<file path="src/inc/rd_seq_pkg.sv">
/*
  Read sequencer constants, states and helpers.
  Assumes a 50 MHz clock.
*/
package rd_seq_pkg;

  // ----------------------------------------------------------------
  // Command byte layout
  // ----------------------------------------------------------------
  localparam int          CMD_BYTES       = 9;
  localparam logic [4:0]  OP_READ_DATA    = 5'h0_006;
  localparam int          BIT_BOTH_SIDES  = 7;
  localparam int          BIT_PASS_DEL    = 5;

  // ----------------------------------------------------------------
  // Result status fields
  // ----------------------------------------------------------------
  localparam logic [1:0]  TERM_NORMAL     = 2'h0;
  localparam logic [1:0]  TERM_ABNORMAL   = 2'h1;
  localparam int          S0_TERM_LSB     = 6;
  localparam int          S0_SEEK_END     = 5;
  localparam int          S0_HEAD_BIT     = 2;
  localparam int          S1_CRC_BIT      = 5;
  localparam int          S1_MISSING_BIT  = 2;
  localparam int          S2_DELETED_BIT  = 6;
  localparam int          S2_ID_CRC_BIT   = 5;
  localparam int          RESULT_BYTES    = 7;

  // ----------------------------------------------------------------
  // Sizes and limits
  // ----------------------------------------------------------------
  localparam int          BASE_SECTOR     = 128;
  localparam logic [2:0]  MAX_SIZE_CODE   = 3'h7;
  localparam logic [7:0]  FIRST_SLOT      = 8'h01;
  localparam int          MISS_MARKS      = 2;
  localparam logic [7:0]  CAP_SLOT_1      = 8'd26;
  localparam logic [7:0]  CAP_SLOT_2      = 8'd15;
  localparam logic [7:0]  CAP_SLOT_3      = 8'd8;

  // ----------------------------------------------------------------
  // Timing
  // ----------------------------------------------------------------
  localparam int          CLK_MHZ         = 50;
  localparam int          SETTLE_US_DEF   = 16;
  localparam int          UNLOAD_US_DEF   = 240;
  localparam int          SETTLE_CYC      = SETTLE_US_DEF * CLK_MHZ;
  localparam int          UNLOAD_CYC      = UNLOAD_US_DEF * CLK_MHZ;

  // ----------------------------------------------------------------
  // Sequencer states
  // ----------------------------------------------------------------
  typedef enum logic [9:0] {
    ST_IDLE   = 10'b00_0000_0001,
    ST_PARAM  = 10'b00_0000_0010,
    ST_SEEK   = 10'b00_0000_0100,
    ST_SETTLE = 10'b00_0000_1000,
    ST_SCAN   = 10'b00_0001_0000,
    ST_DATA   = 10'b00_0010_0000,
    ST_NEXT   = 10'b00_0100_0000,
    ST_RESULT = 10'b00_1000_0000,
    ST_DONE   = 10'b01_0000_0000,
    ST_SPARE  = 10'b10_0000_0000
  } seq_state_t;

  // Bytes per sector from size code, capped at the largest code
  function automatic logic [14:0] sector_bytes(input logic [7:0] code);
    logic [2:0] c;
    c = (code > 8'(MAX_SIZE_CODE)) ? MAX_SIZE_CODE : code[2:0];
    sector_bytes = 15'(BASE_SECTOR) << c;
  endfunction

endpackage

</file>
<file path="src/verilog/rd_seq_fifo.sv">
/*
  Sync FIFO with valid/ready on both sides.
  Assumes one clock and synchronous active-high reset.
*/
`timescale 1ns/1ps
module rd_seq_fifo #(
  parameter int WIDTH = 8,
  parameter int DEPTH = 16
) (
  input  wire logic             i_clk_sys,
  input  wire logic             i_rst,
  input  wire logic [WIDTH-1:0] i_wr_data,
  input  wire logic             i_wr_valid,
  output logic                  o_wr_ready,
  output logic      [WIDTH-1:0] o_rd_data,
  output logic                  o_rd_valid,
  input  wire logic             i_rd_ready
);
  localparam int AW = $clog2(DEPTH);

  initial begin
    if (DEPTH < 2 || (1 << AW) != DEPTH) $error("DEPTH must be a power of two");
  end

  logic [WIDTH-1:0] mem [DEPTH];
  logic [AW:0]      wp_r;
  logic [AW:0]      rp_r;
  logic             do_wr;
  logic             do_rd;

  // Full when pointers differ only in the wrap bit
  assign o_wr_ready = (wp_r ^ rp_r) != {1'b1, {AW{1'b0}}};
  assign o_rd_valid = wp_r != rp_r;
  assign o_rd_data  = mem[rp_r[AW-1:0]];
  assign do_wr      = i_wr_valid & o_wr_ready;
  assign do_rd      = o_rd_valid & i_rd_ready;

  // Storage
  always_ff @(posedge i_clk_sys) begin
    if (do_wr) begin
      mem[wp_r[AW-1:0]] <= i_wr_data;
    end
  end

  // Pointers
  always_ff @(posedge i_clk_sys) begin
    if (i_rst) begin
      wp_r <= '0;
      rp_r <= '0;
    end else begin
      if (do_wr) wp_r <= wp_r + 1'b1;
      if (do_rd) rp_r <= rp_r + 1'b1;
    end
  end
endmodule // rd_seq_fifo

</file>
<file path="src/verilog/disk_sector_read_sequencer.sv">
/*
  Multi-sector disk read sequencer with FIFO and result bytes.
  Assumes a drive front end giving single-cycle strobes on this clock.
*/
// Notes on behaviour
// - Read, write, verify share parameter and result layout.
// - Implied seek runs inside the command.
// - Drive busy bit during seek.
// - Seek failure in status zero; radial byte is cylinder.
// - Load head, settle if unloaded, scan IDs.
// - Matched sector data goes to the FIFO.
// - Slot increments; next sector follows.
// - On stop, send no more; sector ends at CRC.
// - Sector is 128 bytes doubled per size step.
// - Size zero sends partial_length bytes below 128.
// - both_sides_flag reads side 0 then side 1.
// - Final slot capped at 26, 15 or 8.
// - Result IDs follow both_sides_flag, last_slot_number.
// - Head stays up for unload interval.
// - Two rotation marks unmatched: sector_missing_flag.
// - CRC error: crc_fail_flag, id_crc_flag for IDs.
// - Pass clear: deleted sector read, flagged, stop.
// - Slot or radial value increments.
`timescale 1ns/1ps
module disk_sector_read_sequencer
  import rd_seq_pkg::*;
#(
  parameter int SETTLE_CYCLES = SETTLE_CYC,
  parameter int UNLOAD_CYCLES = UNLOAD_CYC,
  parameter int FIFO_DEPTH    = 16
) (
  input  wire logic       i_clk_sys,
  input  wire logic       i_rst,
  input  wire logic [7:0] i_cmd_byte,
  input  wire logic       i_cmd_valid,
  input  wire logic       i_implied_seek_en,
  input  wire logic [7:0] i_present_cylinder,
  output logic            o_seek_req,
  output logic [7:0]      o_seek_target,
  input  wire logic       i_seek_done,
  input  wire logic       i_seek_fail,
  output logic            o_head_load,
  input  wire logic       i_id_valid,
  input  wire logic [7:0] i_id_cyl,
  input  wire logic [7:0] i_id_head,
  input  wire logic [7:0] i_id_slot,
  input  wire logic [7:0] i_id_size,
  input  wire logic       i_id_crc_bad,
  input  wire logic       i_mark_valid,
  input  wire logic       i_mark_deleted,
  input  wire logic [7:0] i_disk_byte,
  input  wire logic       i_disk_byte_valid,
  input  wire logic       i_data_crc_valid,
  input  wire logic       i_data_crc_bad,
  output logic            o_read_gate,
  input  wire logic       i_rotation_mark_pin,
  input  wire logic       i_transfer_stop,
  output logic [7:0]      o_host_data,
  output logic            o_host_valid,
  input  wire logic       i_host_ready,
  output logic [3:0]      o_drive_busy,
  output logic            o_exec_busy,
  output logic [7:0]      o_result_byte,
  output logic            o_result_valid
);

  // ----------------------------------------------------------------
  // Elaboration checks and declarations
  // ----------------------------------------------------------------
  initial begin
    if (SETTLE_CYCLES < 1 || UNLOAD_CYCLES < 1) $error("Timing counts must be positive");
  end

  seq_state_t  state_r;
  logic [7:0]  prm_r [CMD_BYTES];
  logic [3:0]  prm_cnt_r;
  logic [7:0]  cyl_r;
  logic [7:0]  head_r;
  logic [7:0]  slot_r;
  logic [7:0]  s0_r;
  logic [7:0]  s1_r;
  logic [7:0]  s2_r;
  logic [14:0] byte_cnt_r;
  logic [1:0]  marks_r;
  logic        stopping_r;
  logic        skipping_r;
  logic        head_up_r;
  logic [31:0] unload_cnt_r;
  logic [31:0] settle_cnt_r;
  logic [2:0]  res_idx_r;
  logic [2:0]  rot_sync_r;
  logic        stop_sync1_r;
  logic        stop_sync2_r;
  logic        fifo_ready;
  logic        fifo_push;
  logic [7:0]  res_mux;
  logic        rot_edge;
  logic        stop_seen;
  logic        id_match;
  logic [7:0]  last_slot;
  logic [14:0] send_len;
  logic        final_slot;

  // Parameter bytes: 0 opcode, 1 drive/head, 2 cyl, 3 head, 4 slot, 5 size,
  // 6 last slot, 7 gap, 8 partial_length
  assign id_match  = i_id_cyl == cyl_r && i_id_head == head_r
                     && i_id_slot == slot_r && i_id_size == prm_r[5];
  assign last_slot = (prm_r[5] == 8'h01 && prm_r[6] > CAP_SLOT_1) ? CAP_SLOT_1 :
                     (prm_r[5] == 8'h02 && prm_r[6] > CAP_SLOT_2) ? CAP_SLOT_2 :
                     (prm_r[5] == 8'h03 && prm_r[6] > CAP_SLOT_3) ? CAP_SLOT_3 :
                     prm_r[6];
  // sector size / partial length / ignored when nonzero
  assign send_len  = (prm_r[5] == 8'h00 && prm_r[8] < 8'(BASE_SECTOR))
                     ? 15'(prm_r[8]) : sector_bytes(prm_r[5]);
  assign final_slot = slot_r == last_slot;
  assign stop_seen  = stop_sync2_r | (fifo_push & ~fifo_ready);

  // ----------------------------------------------------------------
  // Input synchronisers
  // ----------------------------------------------------------------
  always_ff @(posedge i_clk_sys) begin
    if (i_rst) begin
      rot_sync_r   <= '0;
      stop_sync1_r <= 1'b0;
      stop_sync2_r <= 1'b0;
    end else begin
      rot_sync_r   <= {rot_sync_r[1:0], i_rotation_mark_pin};
      stop_sync1_r <= i_transfer_stop;
      stop_sync2_r <= stop_sync1_r;
    end
  end
  assign rot_edge = rot_sync_r[1] & ~rot_sync_r[2];

  // ----------------------------------------------------------------
  // Data FIFO toward the host
  // ----------------------------------------------------------------
  // push matched data / no push once stopping
  assign fifo_push = state_r == ST_DATA && i_disk_byte_valid && !stopping_r
                     && !skipping_r && byte_cnt_r < send_len;

  rd_seq_fifo #(.WIDTH(8), .DEPTH(FIFO_DEPTH)) u_fifo (
    .i_clk_sys (i_clk_sys),
    .i_rst     (i_rst),
    .i_wr_data (i_disk_byte),
    .i_wr_valid(fifo_push),
    .o_wr_ready(fifo_ready),
    .o_rd_data (o_host_data),
    .o_rd_valid(o_host_valid),
    .i_rd_ready(i_host_ready)
  );

  // ----------------------------------------------------------------
  // Command sequencer
  // ----------------------------------------------------------------
  always_ff @(posedge i_clk_sys) begin
    if (i_rst) begin
      state_r    <= ST_IDLE;
      prm_cnt_r  <= '0;
      cyl_r      <= '0;
      head_r     <= '0;
      slot_r     <= '0;
      s0_r       <= '0;
      s1_r       <= '0;
      s2_r       <= '0;
      byte_cnt_r <= '0;
      marks_r    <= '0;
      stopping_r <= 1'b0;
      skipping_r <= 1'b0;
      res_idx_r  <= '0;
      for (int i = 0; i < CMD_BYTES; i++) prm_r[i] <= '0;
    end else begin
      unique case (state_r)
        ST_IDLE, ST_PARAM: begin
          // collect nine bytes / shared layout
          if (i_cmd_valid) begin
            prm_r[prm_cnt_r] <= i_cmd_byte;
            if (32'(prm_cnt_r) == CMD_BYTES - 1) begin
              prm_cnt_r <= '0;
              state_r   <= ST_SEEK;
            end else begin
              prm_cnt_r <= prm_cnt_r + 4'h1;
              state_r   <= ST_PARAM;
            end
          end
        end
        ST_SEEK: begin
          cyl_r      <= prm_r[2];
          head_r     <= prm_r[3];
          slot_r     <= prm_r[4];
          s0_r       <= {5'h00, prm_r[1][2:0]};
          s1_r       <= '0;
          s2_r       <= '0;
          marks_r    <= '0;
          stopping_r <= 1'b0;
          if (!i_implied_seek_en || prm_r[2] == i_present_cylinder || i_seek_done) begin
            state_r <= ST_SETTLE;
          end else if (i_seek_fail) begin
            // seek failure in status zero, cylinder reported
            s0_r[7:6]         <= TERM_ABNORMAL;
            s0_r[S0_SEEK_END] <= 1'b1;
            cyl_r             <= i_present_cylinder;
            state_r           <= ST_RESULT;
          end
        end
        ST_SETTLE: begin
          // wait settling only when head was unloaded
          if (head_up_r && settle_cnt_r == 0) state_r <= ST_SCAN;
        end
        ST_SCAN: begin
          // two rotation marks without a match
          if (rot_edge) marks_r <= marks_r + 2'h1;
          if (rot_edge && 32'(marks_r) == MISS_MARKS - 1) begin
            s0_r[7:6]            <= TERM_ABNORMAL;
            s1_r[S1_MISSING_BIT] <= 1'b1;
            state_r              <= ST_RESULT;
          end else if (i_id_valid && i_id_crc_bad) begin
            s0_r[7:6]           <= TERM_ABNORMAL;
            s1_r[S1_CRC_BIT]    <= 1'b1;
            s2_r[S2_ID_CRC_BIT] <= 1'b1;
            state_r             <= ST_RESULT;
          end else if (i_id_valid && id_match) begin
            byte_cnt_r <= '0;
            skipping_r <= 1'b0;
            state_r    <= ST_DATA;
          end
        end
        ST_DATA: begin
          // mark type decides read or skip
          if (i_mark_valid && i_mark_deleted) begin
            s2_r[S2_DELETED_BIT] <= 1'b1;
            skipping_r           <= prm_r[0][BIT_PASS_DEL];
          end
          // stop sending, sector still runs to its CRC
          if (stop_seen) stopping_r <= 1'b1;
          if (i_disk_byte_valid) byte_cnt_r <= byte_cnt_r + 15'h1;
          if (i_data_crc_valid) begin
            if (i_data_crc_bad && !skipping_r) begin
              s0_r[7:6]        <= TERM_ABNORMAL;
              s1_r[S1_CRC_BIT] <= 1'b1;
              state_r          <= ST_RESULT;
            end else begin
              state_r <= ST_NEXT;
            end
          end
        end
        ST_NEXT: begin
          marks_r <= '0;
          // deleted sector read ends without increment
          if (s2_r[S2_DELETED_BIT] && !skipping_r) begin
            state_r <= ST_RESULT;
          end else if (final_slot) begin
            // last slot, switch side or step cylinder
            slot_r <= FIRST_SLOT;
            if (prm_r[0][BIT_BOTH_SIDES] && !head_r[0]) begin
              head_r[0] <= 1'b1;
              state_r   <= stopping_r ? ST_RESULT : ST_SCAN;
            end else begin
              cyl_r   <= cyl_r + 8'h01;
              if (prm_r[0][BIT_BOTH_SIDES]) head_r[0] <= 1'b0;
              state_r <= ST_RESULT;
            end
          end else begin
            slot_r  <= slot_r + 8'h01;
            state_r <= stopping_r ? ST_RESULT : ST_SCAN;
          end
        end
        ST_RESULT: begin
          s0_r[S0_HEAD_BIT] <= head_r[0];
          res_idx_r         <= '0;
          state_r           <= ST_DONE;
        end
        ST_DONE: begin
          if (o_result_valid && i_cmd_valid) begin
            if (32'(res_idx_r) == RESULT_BYTES - 1) state_r <= ST_IDLE;
            res_idx_r <= res_idx_r + 3'h1;
          end
        end
        default: state_r <= ST_IDLE;
      endcase
    end
  end

  // ----------------------------------------------------------------
  // Head load and unload timing
  // ----------------------------------------------------------------
  // keep head up for the unload interval; reuse skips settling
  always_ff @(posedge i_clk_sys) begin
    if (i_rst) begin
      head_up_r    <= 1'b0;
      unload_cnt_r <= '0;
      settle_cnt_r <= '0;
    end else if (state_r == ST_SEEK) begin
      if (!head_up_r) settle_cnt_r <= 32'(SETTLE_CYCLES);
      head_up_r <= 1'b1;
    end else if (state_r == ST_SETTLE || state_r == ST_SCAN || state_r == ST_DATA) begin
      unload_cnt_r <= 32'(UNLOAD_CYCLES);
      if (settle_cnt_r != 0) settle_cnt_r <= settle_cnt_r - 32'h1;
    end else if (unload_cnt_r != 0) begin
      unload_cnt_r <= unload_cnt_r - 32'h1;
    end else begin
      head_up_r <= 1'b0;
    end
  end

  // ----------------------------------------------------------------
  // Registered outputs
  // ----------------------------------------------------------------
  always_comb begin
    // Look one byte ahead on acknowledge so the new byte stands next cycle
    unique case (res_idx_r + 3'(o_result_valid && i_cmd_valid))
      3'h0:    res_mux = s0_r;
      3'h1:    res_mux = s1_r;
      3'h2:    res_mux = s2_r;
      3'h3:    res_mux = cyl_r;
      3'h4:    res_mux = head_r;
      3'h5:    res_mux = slot_r;
      3'h6:    res_mux = prm_r[5];
      default: res_mux = 8'h00;
    endcase
  end

  always_ff @(posedge i_clk_sys) begin
    if (i_rst) begin
      o_seek_req     <= 1'b0;
      o_seek_target  <= '0;
      o_head_load    <= 1'b0;
      o_read_gate    <= 1'b0;
      o_drive_busy   <= '0;
      o_exec_busy    <= 1'b0;
      o_result_byte  <= '0;
      o_result_valid <= 1'b0;
    end else begin
      o_seek_req     <= state_r == ST_SEEK && i_implied_seek_en
                        && prm_r[2] != i_present_cylinder && !i_seek_done;
      o_seek_target  <= prm_r[2];
      o_drive_busy   <= (state_r == ST_SEEK) ? (4'h1 << prm_r[1][1:0]) : 4'h0;
      o_head_load    <= head_up_r;
      o_read_gate    <= state_r == ST_SCAN || state_r == ST_DATA;
      o_exec_busy    <= state_r != ST_IDLE && state_r != ST_PARAM && state_r != ST_DONE;
      o_result_byte  <= res_mux;
      o_result_valid <= state_r == ST_DONE && !(o_result_valid && i_cmd_valid
                        && 32'(res_idx_r) == RESULT_BYTES - 1);
    end
  end
endmodule // disk_sector_read_sequencer

</file>
<file path="config.mk">
export PLATFORM = sky130hd
export DESIGN_NAME = disk_sector_read_sequencer
export DESIGN_NICKNAME = d
export VERILOG_FILES = /design/src/inc/rd_seq_pkg.sv /design/src/verilog/rd_seq_fifo.sv /design/src/verilog/disk_sector_read_sequencer.sv
export SDC_FILE = /design/constraint.sdc
export NUM_CORES = 1
export LEC_CHECK = 0
export ABC_AREA = 1
export BUFFER_PORTS_ARGS = -buffer_cell sky130_fd_sc_hd__clkbuf_2
export CAP_MARGIN = 0
export CORE_ASPECT_RATIO = 0.8
export CORE_UTILIZATION = 25
export CTS_BUF_LIST = sky130_fd_sc_hd__clkbuf_4
export DETAILED_ROUTE_END_ITERATION = 6
export GPL_TIMING_DRIVEN = 0
export PLACE_DENSITY = 0.4
export SLEW_MARGIN = 40
export SYNTH_ARGS = -nofsm -noshare
export SYNTH_HDL_FRONTEND = slang
export SYNTH_SLANG_ARGS = --single-unit
</file>
<file path="constraint.sdc">
create_clock -name i_clk_sys -period 4.5 [get_ports i_clk_sys]
set_input_delay 0 -clock i_clk_sys [delete_from_list [all_inputs] [get_ports i_clk_sys]]
set_output_delay 0 -clock i_clk_sys [all_outputs]
set_load 0.01 [all_outputs]
</file>
Word-level counts from Yosys, hierarchy flattened
Memory sizes are Yosys's and may differ from the RTL's. A register that Yosys moved wholly into a read port is not among the register bits.
Index checks and enable logic that the tools add are counted.

word-level totals
  bits in latches = 0
  output and inout bits = 34
  word-level logic and storage cells = 292
  RAM bits = 200
  flip-flop bits (word level) = 175
  bits in read-only memories = 0
  memories = 2
  input port bits = 72

memory list
  name        depth  bits a word  rd ports  clocked after Yosys merged registers in  wr ports  RTL line                          RTL
  u_fifo.mem  16     8            1         1                                        1         rd_seq_fifo.sv:25                 logic [WIDTH-1:0] mem [DEPTH];
  prm_r       9      8            8         0                                        9         disk_sector_read_sequencer.sv:75  logic [7:0] prm_r [CMD_BYTES];

cells by class
  shifts and indexed selects = 2
  reduce and logical (&&, ||, !) cells = 76
  multiplexer cells = 94
  add/subtract/negate cells = 11
  div/mod/pow operators = 0
  bitwise logic cells = 9
  $mul = 0
  magnitude comparators = 6
  eq/ne operators = 58

operators by type and width
  kind                                                                    count
  32-bit two-way mux                                                      6
  10-bit two-way mux                                                      12
  8-bit two-way mux                                                       14
  10-bit case mux with 8 select lines                                     1
  15-bit two-way mux                                                      5
  32-bit nonzero test                                                     2
  32-bit by 1-bit subtractor with 32-bit output (second input constant)   2
  8-bit case mux with 7 select lines                                      1
  8-bit equality test                                                     6
  2-bit inequality test (second input constant)                           21
  32-bit logical NOT                                                      1
  8-bit case mux with 2 select lines                                      2
  15-bit case mux with 2 select lines                                     1
  1-bit logical AND                                                       27
  1-bit two-way mux                                                       27
  2-bit nonzero test                                                      10
  2-bit AND reduction                                                     9
  8-bit by 1-bit adder with 8-bit output (second input constant)          2
  8-bit by 2-bit equality test with 1-bit output (second input constant)  2
  8-bit by 4-bit > comparator with 1-bit output (second input constant)   2
  4-bit two-way mux                                                       4
  15-bit by 1-bit adder with 15-bit output (second input constant)        1
  15-bit < comparator                                                     1
  5-bit AND reduction                                                     3
  54 further kinds                                                        94

Logic depth before layout (Yosys ltp)
An unclocked memory read counts as a cell.

  depth in word-level cells = 11
  gate-level depth with buffers = 20
  depth with buffers taken out = 18

Modules after synthesis
From an unflattened synthesis, not the netlist that was laid out.

unflattened totals
  cell total of the unflattened synthesis = 2,387
  area total of the unflattened synthesis = 18,689.2 um2

modules (own cells, without submodules)
  module                      area an instance (um2)  cells an instance  instances  sequential area each (um2)
  disk_sector_read_sequencer  12,690.9                1,851              1          4,854.7
  rd_seq_fifo                 5,998.3                 536                1          4,124.0

Worst setup path after synthesis
Ideal clock, no wire load.

  kind = register to register
  start point = mem prm_r[5][5]
  end point = mem u_fifo.mem[0][0] (enable)
  setup time = 0.370 ns
  arrival = 2.867 ns
  cell stages (with the launch flop) = 17
  data required time = 4.130 ns
  path slack = 1.263 ns
  clock period less this slack = 3.237 ns
  path buffers = 0
  path through = edfxtp_1 > nor2_2 > nand2_4 > nor3_1 > nand2_1 > nor3_1 > nand2_1 > ha_1 > a21oi_1 > nor3_1 > a211oi_1 > nand2_1 > nand2_1 > nand3_2 > inv_1 > nand2_1 > nor2_1

RTL lines
  item                RTL line
  start: declaration  disk_sector_read_sequencer.sv:75
  end: declaration    rd_seq_fifo.sv:25

==> results.json <==
{
  "slew_headroom_pct": 46.21,
  "violations": "DRC",
  "worst_pin_slew_ns": 0.8068,
  "status": "finished with violations",
  "cts_tree": "yes",
  "start_kind": "flop",
  "syn_nets": 2261,
  "path_cells": "nor2_1 -> nand2_4 -> nor3_1 -> nand2_1 -> nor3_2 -> nand2_1 -> ha_1 -> a21oi_1 -> nor3_1 -> a211oi_1 -> nand2_1 -> nand2_1 -> nand3_2 -> inv_1 -> nand2_1 -> nor2_2",
  "first_pass_iters": 7,
  "p_int_mw": 5.661,
  "ant_nets": 0,
  "core_area_sq_um": 70860,
  "p_leak_nw": 8.625,
  "h-tree-depth": 3,
  "grt_pass1_vias": 15390,
  "pre_cts_slack_ns": 0.001439,
  "path_delay_family": "simple AND/OR/NAND/NOR gates",
  "critPathCaptureType": "flop",
  "crit_arrival_ns": 4.62,
  "sw_frac_of_total_pct": 33.23,
  "p_per_area_nw_per_um2": 393.2,
  "area_growth_pct": 19.79,
  "final_area_sq_um": 21560,
  "place_congestion": 0.8669,
  "fmax_mhz": 243.7,
  "worstPathRequired_ns": 5.01,
  "start_util_pct": 25.40,
  "syn-instance-count": 2156,
  "tns_ns": 0,
  "crit_buf_inv": 1,
  "drt_iter0_markers": 1160,
  "synth_area_per_cell_sq_um": 8.349,
  "clkTransAtPathRegs_ns": 0.08,
  "hpwl_mm": 46.39,
  "die_area_sq_um": 73080,
  "finalSetupViolCount": 0,
  "synth-edff-count": 181,
  "irDropWorstVdd_mv": 0.1803,
  "grt_antenna_before_repair": 4,
  "clock_path_buffers": 3,
  "cts_buffers": 96,
  "dpl_cell_area_sq_um": 19720,
  "hold_slack_ns": 0.06056,
  "grt_use_total_pct": 16.81,
  "period_share_pct": 91.17,
  "cts.sinks": 358,
  "synth.cell_area_sq_um": 18000,
  "ys_warn_count": 0,
  "drt_wl_total_mm": 61.48,
  "crit_fanout": 10,
  "drcViolationCount": 15,
  "p_switching_mw": 2.818,
  "clk_latency_ns": 0.91,
  "worstSetupPathType": "flop to flop",
  "wl_per_cell_um": 17.92,
  "cpPeakStageDelay_ns": 0.48,
  "finalNetCount": 2521,
  "clock-root-buffer": "clkbuf_4",
  "post-route-util_pct": 30.43,
  "synth_ff_type": "edfxtp_1",
  "fin_crit_ns": 4.103,
  "ys_types": 55,
  "die_y_um": 242,
  "cap_violations": 0,
  "hold_class": "primary input to flop",
  "die_width_um": 302,
  "skew_ns": 0.08470,
  "path_common_cell": "nand2_1",
  "grt_max_degree": 17,
  "hold_violations": 0,
  "io-pin-count": 106,
  "ys_ff_latch": 358,
  "seqPwrFrac_pct": 44.2,
  "drv_slew": 0,
  "worst_slack_ns": 0.3974,
  "synth-async-reset-ratio_pct": 0,
  "grt_setup_unrepaired": "no",
  "clock_power_share_pct": 35.0,
  "drive_above_1_share_pct": 15.65,
  "ys_seq_area_share_pct": 49.88,
  "grt_pass1_wl_mm": 92.64,
  "combPwrFrac_pct": 20.8,
  "dr_total_vias": 15820,
  "gr-total-overflow": 0,
  "num_rows": 87,
  "cpMaxStageDelayCell": "edfxtp_1",
  "portBuffers": 104,
  "vias_per_cell": 4.612
}
[layout by cell type (no fill, tap or decap), types with 7 or more instances in the layout]
cell type,n
a21oi_1,160
a31oi_1,11
buf_1,7
clkbuf_1,37
clkbuf_2,106
clkbuf_4,138
clkinv_1,20
dfxtp_1,177
diode_2,11
dlygate4sd3_1,56
edfxtp_1,181
ha_1,33
inv_1,264
inv_2,9
mux2i_1,32
nand2_1,364
nand2_2,12
nand3_1,102
nand3_2,15
nand4_1,47
nor2_1,283
nor2_2,34
nor3_1,43
nor3_2,7
nor3b_1,7
nor4_1,19
o211ai_1,40
o21a_1,8
o21ai_0,115
o22ai_1,11
or2_2,21
xnor2_1,14
xor2_1,30
[area by class of cell]
cell class	count	area [sq um]
fillers	7599	49300
flip-flops and latches	358	8979
multi-input cells	1464	7756
well taps	934	1169
repair buffers	162	1096
clock buffers	138	1036
inverters	274	1030
plain buffers	60	292.8
clock inverters	29	176.4
diodes	11	27.53
[registers in the layout, summed over array words and instances (netlist names), 8 cells and up, named ones only]
name,count
o_seek_target,8
unload_cnt_r,32
slot_r,8
o_result_byte,8
settle_cnt_r,32
head_r,8
byte_cnt_r,15
cyl_r,8
u_fifo.mem,128
prm_r,53
state_r,9
[cell usage after synthesis (39+ instances only)]
library cell / count / area (sq um)
a21oi_1: 160 / 800.8
clkbuf_1: 39 / 146.4
dfxtp_1: 177 / 3543
edfxtp_1: 181 / 5435
inv_1: 264 / 991.0
nand2_1: 364 / 1366
nand3_1: 102 / 510.5
nand4_1: 47 / 294.0
nor2_1: 299 / 1122
nor3_1: 44 / 220.2
o211ai_1: 40 / 300.3
o21ai_0: 116 / 580.6
[what timing repair did]
item / in CTS / in global routing
setup buffers: 0 / 0
hold buffers: 56 / 0
resized for setup: 0 / 9
setup endpoints to repair: 0 / 120
hold endpoints to repair: 246 / 0
[layer usage]
metal / track usage, % / wire, um / vias up
li1: - / - / 7868
met1: 24.61 / 30720 / 7422
met2: 24.68 / 26100 / 422
met3: 3.291 / 3245 / 106
met4: 5.006 / 1409 / 0
met5: 0 / 0 / -
[power by group through the flow]
stage	registers, mW	clock network [mW]	logic, mW
global route	3.77	3.25	2.00
global placement	3.82	0	1.69
CTS	3.75	3.08	1.76
finish	3.75	2.97	1.76
floorplan	3.77	0	1.24
detailed placement	3.82	0	1.71
[worst min-delay path, delay by kind of cell]
kind,cells,cell delay [ns]
buffers and inverters,1,0.11
AO/OA/AOI/OAI,3,0.39
AND/OR/NAND/NOR,3,0.37
[path summary, 6_finish.rpt]
kind	start	end	slack, ns	depth (start not counted)
hold reg to reg	rot_sync_r[0]	rot_sync_r[1]	0.40	2
hold / removal	i_id_size[3]	byte_cnt_r[0]	0.06	7
setup / recovery	prm_r[5][7]	u_fifo.mem[10][6]	0.40	16
setup reg to reg	prm_r[5][7]	u_fifo.mem[10][6]	0.40	16
[cell families (layout without fill, tap and decap cells)]
logic type / Yosys count / in the layout / synth area share [%]
other: 0 / 11 / 0
adders and majority gates: 33 / 33 / 2.294
and+or+nand+nor: 986 / 986 / 25.14
DFF: 358 / 358 / 49.88
buffers and inverters: 334 / 663 / 7.333
xor gates and xnor gates: 44 / 44 / 2.141
AOI/OAI and AO/OA: 369 / 369 / 11.43
muxes: 32 / 32 / 1.780
[through the flow]
step / std cells / total power, mW
6_report: 3430 / 8.479
5_1_grt: 3424 / 9.018
4_1_cts: 3419 / 8.587
3_5_place_dp: 3196 / 5.524
3_3_place_gp: 3194 / 5.514
2_1_floorplan: 2156 / 5.008
(Power assumes the default switching activity.)
